$ cat config.mk
export PLATFORM = sky130hd
export DESIGN_NAME = ufis_top
export DESIGN_NICKNAME = d
export VERILOG_FILES = /design/src/ufis_pkg.sv /design/src/ufis_top.sv /design/src/ufis_fifo_level.sv
export SDC_FILE = /design/constraint.sdc
export NUM_CORES = 1
export LEC_CHECK = 0
export BUFFER_PORTS_ARGS = -buffer_cell sky130_fd_sc_hd__buf_2
export CELL_PAD_IN_SITES_DETAIL_PLACEMENT = 1
export CELL_PAD_IN_SITES_GLOBAL_PLACEMENT = 1
export CORE_AREA = 10 10 108 110
export CTS_CLUSTER_DIAMETER = 200
export DETAILED_ROUTE_END_ITERATION = 16
export DIE_AREA = 0 0 118 120
export MAX_ROUTING_LAYER = met4
export PLACE_DENSITY = 0.82
export SLEW_MARGIN = 15
export SYNTH_ARGS = -nofsm -noshare
export SYNTH_HDL_FRONTEND = slang
export SYNTH_SLANG_ARGS = --single-unit
$ cat constraint.sdc
create_clock -name mclk -period 4.6 [get_ports mclk]
set_input_delay 0.69 -clock mclk [delete_from_list [all_inputs] [get_ports mclk]]
set_output_delay 0.69 -clock mclk [all_outputs]
set_load 0.01 [all_outputs]
$ cat src/ufis_pkg.sv
package ufis_pkg;

    // Register byte offsets on the Wishbone slave
    localparam logic [4:0] UFIS_OFS_FCR   = 5'h00;
    localparam logic [4:0] UFIS_OFS_ISR   = 5'h04;
    localparam logic [4:0] UFIS_OFS_IEN   = 5'h08;
    localparam logic [4:0] UFIS_OFS_EFR   = 5'h0C;
    localparam logic [4:0] UFIS_OFS_LVL   = 5'h10;

    // Fifo control field positions
    localparam int UFIS_FCR_EN       = 0;
    localparam int UFIS_FCR_RXFLUSH  = 1;
    localparam int UFIS_FCR_TXFLUSH  = 2;
    localparam int UFIS_FCR_DMA      = 3;
    localparam int UFIS_FCR_TXTRG_LO = 4;
    localparam int UFIS_FCR_RXTRG_LO = 6;

    // Interrupt enable field positions
    localparam int UFIS_IEN_RXDATA = 0;
    localparam int UFIS_IEN_THRE   = 1;
    localparam int UFIS_IEN_LINE   = 2;
    localparam int UFIS_IEN_MODEM  = 3;
    localparam int UFIS_IEN_XOFF   = 4;
    localparam int UFIS_IEN_FLOW   = 5;

    // Enhanced feature enable bit
    localparam int UFIS_EFR_ENH = 4;

    // Reset values
    localparam logic [7:0] UFIS_FCR_RST = 8'h00;
    localparam logic [5:0] UFIS_IEN_RST = 6'h00;
    localparam logic [7:0] UFIS_EFR_RST = 8'h00;

    // Default fifo depth in bytes
    localparam int UFIS_DEPTH = 32;

    // Trigger levels in bytes
    localparam int UFIS_RXTRG_0 = 8;
    localparam int UFIS_RXTRG_1 = 16;
    localparam int UFIS_RXTRG_2 = 24;
    localparam int UFIS_RXTRG_3 = 28;
    localparam int UFIS_TXTRG_0 = 16;
    localparam int UFIS_TXTRG_1 = 8;
    localparam int UFIS_TXTRG_2 = 24;
    localparam int UFIS_TXTRG_3 = 30;

    // Status codes, bits 5:0
    localparam logic [5:0] UFIS_ISR_NONE  = 6'h01;
    localparam logic [5:0] UFIS_ISR_LINE  = 6'h06;
    localparam logic [5:0] UFIS_ISR_RXDAT = 6'h04;
    localparam logic [5:0] UFIS_ISR_RXTO  = 6'h0C;
    localparam logic [5:0] UFIS_ISR_THRE  = 6'h02;
    localparam logic [5:0] UFIS_ISR_MODEM = 6'h00;
    localparam logic [5:0] UFIS_ISR_XOFF  = 6'h10;
    localparam logic [5:0] UFIS_ISR_FLOW  = 6'h20;

    // Events from the surrounding UART logic, one-cycle pulses on mclk
    typedef struct packed {
        logic rx_push;     // Receive shifter delivers a byte
        logic rx_pop;      // Host reads receive holding
        logic tx_push;     // Host writes tx_holding_reg
        logic tx_pop;      // Transmit shifter takes a byte
        logic line_evt;    // Receiver line status error
        logic line_clr;    // Host read of line_status_reg
        logic timeout_evt; // Receive character timeout
        logic modem_evt;   // Modem input change
        logic modem_clr;   // Host read of modem_status_reg
        logic xoff_evt;    // Matching Xoff or special character
        logic xon_evt;     // Matching Xon received
        logic flow_evt;    // CTS or RTS state change
    } ufis_evt_t;

endpackage

$ cat src/ufis_top.sv
`timescale 1ns/100ps
module ufis_top
    import ufis_pkg::*;
#(
    parameter int DEPTH = UFIS_DEPTH,
    parameter int LW    = $clog2(DEPTH + 1)
) (
    input  wire logic          mclk,
    input  wire logic          rst_n,
    input  wire logic          ce,
    input  wire logic          wb_cyc_i,
    input  wire logic          wb_stb_i,
    input  wire logic          wb_we_i,
    input  wire logic [4:0]    wb_adr_i,
    input  wire logic [3:0]    wb_sel_i,
    input  wire logic [31:0]   wb_dat_i,
    output logic [31:0]        wb_dat_o,
    output logic               wb_ack_o,
    input  wire ufis_evt_t     evt,
    output logic               tx_dma_ready_n,
    output logic               rx_dma_ready_n,
    output logic               fifo_en_o,
    output logic               tx_flush_o,
    output logic               rx_flush_o
);

    // Thresholds must fit inside the fifo
    if (DEPTH < UFIS_TXTRG_3 + 2) begin : g_depth_chk
        $error("ufis_top: DEPTH too small for trigger levels");
    end

    // Level fields of the levels register are eight bits wide
    if (LW > 8 || LW < $clog2(DEPTH + 1)) begin : g_width_chk
        $error("ufis_top: LW does not suit DEPTH");
    end

    // Trigger decode for the receive side
    function automatic logic [LW-1:0] rx_trig(input logic [1:0] code);
        unique case (code)
            2'h0: rx_trig = LW'(UFIS_RXTRG_0);
            2'h1: rx_trig = LW'(UFIS_RXTRG_1);
            2'h2: rx_trig = LW'(UFIS_RXTRG_2);
            2'h3: rx_trig = LW'(UFIS_RXTRG_3);
        endcase
    endfunction

    // Trigger decode for the transmit side
    function automatic logic [LW-1:0] tx_trig(input logic [1:0] code);
        unique case (code)
            2'h0: tx_trig = LW'(UFIS_TXTRG_0);
            2'h1: tx_trig = LW'(UFIS_TXTRG_1);
            2'h2: tx_trig = LW'(UFIS_TXTRG_2);
            2'h3: tx_trig = LW'(UFIS_TXTRG_3);
        endcase
    endfunction

    logic [7:0]    fifo_control_reg;     // Enable, dma mode, triggers
    logic [5:0]    int_enable_reg;       // Per-source enables
    logic [7:0]    enhanced_feature_reg; // Bit 4 gates levels 5 and 6
    logic          tx_flush_reg;         // One-cycle flush strobes
    logic          rx_flush_reg;
    logic          ack_reg;
    logic [31:0]   dat_reg;
    logic          tx_rdy_n_reg;
    logic          rx_rdy_n_reg;
    logic          line_pend_reg;        // Sticky sources
    logic          to_pend_reg;
    logic          thre_pend_reg;
    logic          modem_pend_reg;
    logic          xoff_pend_reg;
    logic          flow_pend_reg;
    logic          thre_seen_reg;        // Previous tx-empty-and-enabled level

    logic          req;                  // New bus request this cycle
    logic          wr;
    logic          rd;
    logic          fcr_wr;
    logic          isr_rd;
    logic          fen;
    logic          dma1;
    logic          enh;
    logic [LW-1:0] rx_level;
    logic [LW-1:0] tx_level;
    logic          rx_empty;
    logic          tx_full;
    logic          tx_empty;
    logic [LW-1:0] rx_trg;
    logic [LW-1:0] tx_trg;
    logic          rx_at_trg;
    logic          thre_cond;
    logic [5:0]    isr_code;
    logic [7:0]    isr_byte;

    // Request decode; ack_reg blocks a second take of the same request
    // Reads ignore the byte lanes; writes need lane 0
    assign req    = wb_cyc_i && wb_stb_i && !ack_reg;
    assign wr     = req && wb_we_i && wb_sel_i[0];
    assign rd     = req && !wb_we_i;
    assign fcr_wr = wr && (wb_adr_i == UFIS_OFS_FCR);
    assign isr_rd = rd && (wb_adr_i == UFIS_OFS_ISR);

    assign fen  = fifo_control_reg[UFIS_FCR_EN];
    assign dma1 = fen && fifo_control_reg[UFIS_FCR_DMA];
    assign enh  = enhanced_feature_reg[UFIS_EFR_ENH];

    assign rx_trg = rx_trig(fifo_control_reg[UFIS_FCR_RXTRG_LO +: 2]);
    assign tx_trg = tx_trig(fifo_control_reg[UFIS_FCR_TXTRG_LO +: 2]);

    // Without fifos one byte in the holding register counts as trigger
    assign rx_at_trg = fen ? (rx_level >= rx_trg) : !rx_empty;
    assign thre_cond = tx_empty && int_enable_reg[UFIS_IEN_THRE];

    // Occupancy of the two fifos
    ufis_fifo_level #(.DEPTH(DEPTH), .LW(LW)) u_rx_lvl (
        .mclk   (mclk),
        .rst_n  (rst_n),
        .ce     (ce),
        .flush  (rx_flush_reg),
        .single (!fen),
        .push   (evt.rx_push),
        .pop    (evt.rx_pop),
        .level  (rx_level),
        .full   (),
        .empty  (rx_empty)
    );

    ufis_fifo_level #(.DEPTH(DEPTH), .LW(LW)) u_tx_lvl (
        .mclk   (mclk),
        .rst_n  (rst_n),
        .ce     (ce),
        .flush  (tx_flush_reg),
        .single (!fen),
        .push   (evt.tx_push),
        .pop    (evt.tx_pop),
        .level  (tx_level),
        .full   (tx_full),
        .empty  (tx_empty)
    );

    // Fifo control: a write with enable low only turns fifos off
    always_ff @(posedge mclk) begin
        if (!rst_n) begin
            fifo_control_reg <= UFIS_FCR_RST;
        end else if (ce && fcr_wr) begin
            if (wb_dat_i[UFIS_FCR_EN]) begin
                fifo_control_reg <= {wb_dat_i[7:3], 3'h1};
            end else begin
                fifo_control_reg[UFIS_FCR_EN] <= 1'b0;
            end
        end
    end

    // Flush strobes; also fired on any change of the enable bit
    always_ff @(posedge mclk) begin
        if (!rst_n) begin
            tx_flush_reg <= 1'b0;
            rx_flush_reg <= 1'b0;
        end else if (ce) begin
            tx_flush_reg <= 1'b0;
            rx_flush_reg <= 1'b0;
            if (fcr_wr) begin
                // Toggling the enable empties both so stale counts cannot leak
                if (wb_dat_i[UFIS_FCR_EN] != fen) begin
                    tx_flush_reg <= 1'b1;
                    rx_flush_reg <= 1'b1;
                end
                if (wb_dat_i[UFIS_FCR_EN] && wb_dat_i[UFIS_FCR_TXFLUSH]) begin
                    tx_flush_reg <= 1'b1;
                end
                if (wb_dat_i[UFIS_FCR_EN] && wb_dat_i[UFIS_FCR_RXFLUSH]) begin
                    rx_flush_reg <= 1'b1;
                end
            end
        end
    end

    // Software-owned enable registers
    always_ff @(posedge mclk) begin
        if (!rst_n) begin
            int_enable_reg       <= UFIS_IEN_RST;
            enhanced_feature_reg <= UFIS_EFR_RST;
        end else if (ce && wr) begin
            if (wb_adr_i == UFIS_OFS_IEN) begin
                int_enable_reg <= wb_dat_i[5:0];
            end
            if (wb_adr_i == UFIS_OFS_EFR) begin
                enhanced_feature_reg <= wb_dat_i[7:0];
            end
        end
    end

    // Sticky sources; in every case the set wins over a same-cycle clear
    always_ff @(posedge mclk) begin
        if (!rst_n) begin
            line_pend_reg  <= 1'b0;
            to_pend_reg    <= 1'b0;
            modem_pend_reg <= 1'b0;
            xoff_pend_reg  <= 1'b0;
            flow_pend_reg  <= 1'b0;
        end else if (ce) begin
            line_pend_reg  <= evt.line_evt ||
                              (line_pend_reg && !evt.line_clr);
            // Timeout exists only with fifos; drained by a read or flush
            to_pend_reg    <= (fen && evt.timeout_evt) ||
                              (to_pend_reg && fen && !evt.rx_pop && !rx_flush_reg);
            modem_pend_reg <= evt.modem_evt ||
                              (modem_pend_reg && !evt.modem_clr);
            xoff_pend_reg  <= evt.xoff_evt ||
                              (xoff_pend_reg && !evt.xon_evt);
            // Flow change is acknowledged by reading its own status code
            flow_pend_reg  <= evt.flow_evt ||
                              (flow_pend_reg &&
                               !(isr_rd && isr_code == UFIS_ISR_FLOW));
        end
    end

    // Tx empty: set when empty-and-enabled begins, cleared by a write or a status read that shows it
    // Edge detect keeps a read-cleared empty from firing again at once
    always_ff @(posedge mclk) begin
        if (!rst_n) begin
            thre_pend_reg <= 1'b0;
            thre_seen_reg <= 1'b0;
        end else if (ce) begin
            thre_seen_reg <= thre_cond;
            if (thre_cond && !thre_seen_reg) begin
                thre_pend_reg <= 1'b1;
            end else if (evt.tx_push ||
                         (isr_rd && isr_code == UFIS_ISR_THRE)) begin
                thre_pend_reg <= 1'b0;
            end
        end
    end

    // Fixed priority encoder, level 1 first, recomputed every cycle
    // Level 2 timeout shares the rx data enable bit
    always_comb begin
        isr_code = UFIS_ISR_NONE;
        if (line_pend_reg && int_enable_reg[UFIS_IEN_LINE]) begin
            isr_code = UFIS_ISR_LINE;
        end else if (rx_at_trg && int_enable_reg[UFIS_IEN_RXDATA]) begin
            isr_code = UFIS_ISR_RXDAT;
        end else if (to_pend_reg && int_enable_reg[UFIS_IEN_RXDATA]) begin
            isr_code = UFIS_ISR_RXTO;
        end else if (thre_pend_reg) begin
            isr_code = UFIS_ISR_THRE;
        end else if (modem_pend_reg && int_enable_reg[UFIS_IEN_MODEM]) begin
            isr_code = UFIS_ISR_MODEM;
        end else if (enh && xoff_pend_reg && int_enable_reg[UFIS_IEN_XOFF]) begin
            isr_code = UFIS_ISR_XOFF;
        end else if (enh && flow_pend_reg && int_enable_reg[UFIS_IEN_FLOW]) begin
            isr_code = UFIS_ISR_FLOW;
        end
    end

    // Fifo mode flag sits in the top two bits
    assign isr_byte = {{2{fen}}, isr_code};

    // Wishbone answer: one registered ack, dropped the next cycle
    // Status is latched at the taking edge, so clear-on-read hits what was shown
    always_ff @(posedge mclk) begin
        if (!rst_n) begin
            ack_reg <= 1'b0;
            dat_reg <= 32'h0000_0000;
        end else if (ce) begin
            ack_reg <= req;
            if (rd) begin
                unique case (wb_adr_i)
                    UFIS_OFS_ISR: dat_reg <= {24'h00_0000, isr_byte};
                    UFIS_OFS_IEN: dat_reg <= {26'h000_0000, int_enable_reg};
                    UFIS_OFS_EFR: dat_reg <= {24'h00_0000, enhanced_feature_reg};
                    UFIS_OFS_LVL: dat_reg <= {14'h0000, rx_rdy_n_reg, tx_rdy_n_reg,
                                              (8 - LW)'(0), tx_level,
                                              (8 - LW)'(0), rx_level};
                    // Write-only control and unmapped offsets read zero
                    default:      dat_reg <= 32'h0000_0000;
                endcase
            end
        end
    end

    // Transmit DMA ready, active low
    // Holds between trigger and full so the DMA moves whole blocks
    always_ff @(posedge mclk) begin
        if (!rst_n) begin
            tx_rdy_n_reg <= 1'b0;
        end else if (ce) begin
            if (dma1) begin
                if (tx_full) begin
                    tx_rdy_n_reg <= 1'b1;
                end else if (tx_level <= tx_trg) begin
                    tx_rdy_n_reg <= 1'b0;
                end
            end else begin
                // Single-transfer mode: ready only while nothing is queued
                tx_rdy_n_reg <= !tx_empty;
            end
        end
    end

    // Receive DMA ready, active low
    // Once low it stays low until the fifo drains, whatever the trigger
    always_ff @(posedge mclk) begin
        if (!rst_n) begin
            rx_rdy_n_reg <= 1'b1;
        end else if (ce) begin
            if (dma1) begin
                if (rx_empty) begin
                    rx_rdy_n_reg <= 1'b1;
                end else if (rx_level >= rx_trg || to_pend_reg) begin
                    rx_rdy_n_reg <= 1'b0;
                end
            end else begin
                rx_rdy_n_reg <= rx_empty;
            end
        end
    end

    // Outputs straight from flops
    assign wb_ack_o       = ack_reg;
    assign wb_dat_o       = dat_reg;
    assign tx_dma_ready_n = tx_rdy_n_reg;
    assign rx_dma_ready_n = rx_rdy_n_reg;
    assign fifo_en_o      = fifo_control_reg[UFIS_FCR_EN];
    assign tx_flush_o     = tx_flush_reg;
    assign rx_flush_o     = rx_flush_reg;

endmodule

$ cat src/ufis_fifo_level.sv
`timescale 1ns/100ps
module ufis_fifo_level
    import ufis_pkg::*;
#(
    parameter int DEPTH = UFIS_DEPTH,
    parameter int LW    = $clog2(DEPTH + 1)
) (
    input  wire logic          mclk,
    input  wire logic          rst_n,
    input  wire logic          ce,
    input  wire logic          flush,
    input  wire logic          single,
    input  wire logic          push,
    input  wire logic          pop,
    output logic [LW-1:0]      level,
    output logic               full,
    output logic               empty
);

    // The counter must be able to hold a full fifo
    if (LW < $clog2(DEPTH + 1)) begin : g_lw_chk
        $error("ufis_fifo_level: LW too narrow for DEPTH");
    end

    logic [LW-1:0] level_reg;  // Bytes held
    logic [LW-1:0] cap;        // One byte in holding-register mode
    logic          do_push;
    logic          do_pop;

    // Capacity shrinks to a single holding register without fifos
    assign cap     = single ? LW'(1) : LW'(DEPTH);
    assign full    = (level_reg >= cap);
    assign empty   = (level_reg == '0);
    assign level   = level_reg;
    // Overflowing pushes and underflowing pops are dropped
    assign do_push = push && !full;
    assign do_pop  = pop && !empty;

    // Occupancy counter; flush only touches the count, never a shifter
    always_ff @(posedge mclk) begin
        if (!rst_n) begin
            level_reg <= '0;
        end else if (ce) begin
            if (flush) begin
                level_reg <= '0;
            end else if (do_push && !do_pop) begin
                level_reg <= level_reg + LW'(1);
            end else if (do_pop && !do_push) begin
                level_reg <= level_reg - LW'(1);
            end
        end
    end

endmodule

==> results.md <==
- Worst setup margin: 0.957 ns
- Setup TNS: 0 ns
- Initial Util: 0.378
- Post-CTS setup buffers: 0
- Grt total ovfl: 0
- Leakage power: 0.00167 uW
- Critical Path Source Type: register
- Die area: 14200 sq um
- CP bufs+invs: 1
- # hold bufs at CTS: 0
- HP Start: enhanced_feature_reg[6]
- Commonest cells after routing, fill and taps aside: dfxtp_1, buf_2, nor2_1
- Worst skew pair latency: 0.35 ns
- Met3 usage: 0.0356
- Total GRT Usage: 0.165
- CP Capture Type: register
- M1 GR Usage: 0.205
- RSZ-0062 raised after global routing: no
- Total number of vias: 3472
- Cts bufs inserted: 9
- Warnings from Yosys: 0
- Hold endpoint: enhanced_feature_reg[6]
- Final Hold Fails: 0
- Ports: 97
- Fin nets: 558
- Max FFs per register: 16
- Tightest Pin Transition: 0.867 ns
- Antenna violations before repair: 0
- Critical path depth: 11
- Chip Width: 118 um
- Hpwl dp: 8430 um
- Critical Path, Cell by Cell: inv_1 > ha_1 > or4bb_1 > o32a_2 > or2_2 > ha_1 > o21ai_0 > o21a_1 > or4_4 > a2111o_1 > nand3_1
- Final Skew: 0.0107 ns
- Async SR Flop Fraction: 0
- Syn avg cell area: 8.37 sq um
- Total power: 2250 uW
- RR Endpoint: u_rx_lvl.level[5]
- Vias in the first global route: 3680
- Hold Path Class: reg -> reg
- Sequential area share after synthesis: 0.333
- Synth unique cells: 70
- Residual DRC: 0
- Initial DRC count: 252
- RePlAce Congestion: 0.908
- Crit-path most repeated cell: ha_1
- IO buf count: 53
- Place WS: 0.990 ns
- Reg-to-reg startpoint: u_rx_lvl.level[0]
- Root buf cell: clkbuf_8
- PwrDens: 550 nW/um^2
- Met2 usage in global routing: 0.253
- Max IR drop VDD: 0.184 mV
- Most common cell after layout, fill and taps aside: dfxtp_1
- Clock slew at reported path FFs: 0.07 ns
- First-pass GRT wire length: 18600 um
- Die Height: 120 um
- Largest stage delay on the critical path: 0.49 ns
- Flops & latches, synth: 60
- Critical Path Start: u_rx_lvl.level[0]
- Tightest hold margin: 0.457 ns
- GR peak layer: met2
- Minimum clock period: 3.64 ns
- Setup Viol. Count Final: 0
- Cell Rows: 36
- Largest net degree at the start of global routing: 53
- Cell Count, Final, Fillers Out: 614
- Maxcap violations: 0
- EDFF count, synth: 0
- CP max-delay cell: or4bb_1
- Wirelength, routed: 11400 um
- Cell Area, Synth: 3610 sq um
- Resized cells post-CTS: 0
- Syn-to-layout area delta: 13.5%
- Pins Over Slew Limit: 0
- Reg2reg path depth: 11
- DR pass1 iterations: 4
- Antenna Cells: 0
- Crit-path leading delay family: simple AND/OR/NAND/NOR gates
- Post-DRT Antenna Nets: 0
- Fmax: 0.274 GHz
- Clock buffer depth: 2
- Critical path arrival: 3.94 ns
- R2r setup slk: 0.96 ns
- Worst-path maximum fanout: 7
- Htree depth: 3
- Worst slew margin: 0.421
- Ys flop type: dfxtp_1
- TritonCTS clock tree: done
- Floorplan Core Area: 9550 sq um
- WP data required: 4.89 ns
- WS Path Type: reg -> reg
- DP Cell Count: 600
- Vias per inst: 5.65
- Routed len/inst: 18.5 um
- Gate Count Post-Synth: 431
- Share of cells above drive strength 1: 0.191
- Status: completed
- Clock Sinks: 60
- Hold Crit Depth: 2
- Final Cycle Share: 0.792
-- cells by family after synthesis --
logic type	share of synthesized area
other	0.00104
buffers and inverters	0.0732
adders and majority gates	0.0770
muxes	0.0364
xor gates and xnor gates	0.0146
DFF	0.333
AOI/OAI and AO/OA	0.241
and+or+nand+nor	0.224
-- how the worst max path moves through the flow --
stage	to	slack (ns)
2_1_floorplan	u_rx_lvl.level[5]	1.20
3_3_place_gp	u_rx_lvl.level[5]	1.05
3_5_place_dp	u_rx_lvl.level[5]	0.99
4_1_cts	u_rx_lvl.level[5]	0.96
5_1_grt	u_rx_lvl.level[5]	0.76
6_report	u_rx_lvl.level[5]	0.96
-- power by group --
part           switching (uW)  internal (uW)  total, uW
logic                     662            509       1170
registers                 102            574        675
clock network             204            201        405
total                     967           1280       2250
-- stage by stage --
step                      instance area, sq um   util
after detailed placement                  3930  0.411
after CTS                                 4080  0.428
after global placement                    3930  0.411
final                                     4090  0.428
after global routing                      4090  0.428
after floorplan                           3660      -
-- synth_stat cells, drive strengths merged, types with 4 or more instances --
master	n	share of area
or2	6	0.010
xnor2	6	0.015
a21oi	31	0.043
nand2	26	0.027
inv	17	0.018
nor3	4	0.0069
a22oi	14	0.029
nor2	39	0.041
a221o	4	0.011
o21a	4	0.0083
clkbuf	19	0.020
o21ai	24	0.033
buf	17	0.035
and3	4	0.0069
nor3b	5	0.010
dfxtp	60	0.33
nand3	22	0.031
or4	6	0.014
mux2i	12	0.033
nor2b	9	0.016
a21o	4	0.0083
ha	19	0.066
nand4	12	0.021
-- layer usage --
metal  up-vias  wire length [um]  part of all wire
met5         -                 0                 0
met4         0               276             0.024
li1       1663                 -                 -
met3        19               445             0.039
met2        82              5150              0.45
met1      1708              5490              0.48
-- worst register-to-register path, stage by stage, from the launching register on --
cell and delay (ns):
dfxtp_1 0.47, inv_1 0.15, ha_1 0.29, or4bb_1 0.49, o32a_2 0.24, or2_2 0.37
ha_1 0.36, o21ai_0 0.10, o21a_1 0.19, or4_4 0.48, a2111o_1 0.37, nand3_1 0.07
-- area by class of cell --
class / count / area, sq um
Clock buffer: 11 / 141
Clock inverter: 3 / 15.0
Fill cell: 1180 / 5460
Inverter: 18 / 67.6
Multi-Input combinational cell: 332 / 2200
Sequential cell: 60 / 1200
Tap cell: 133 / 166
Timing Repair Buffer: 57 / 295
Power figures use the tool's default switching activity.
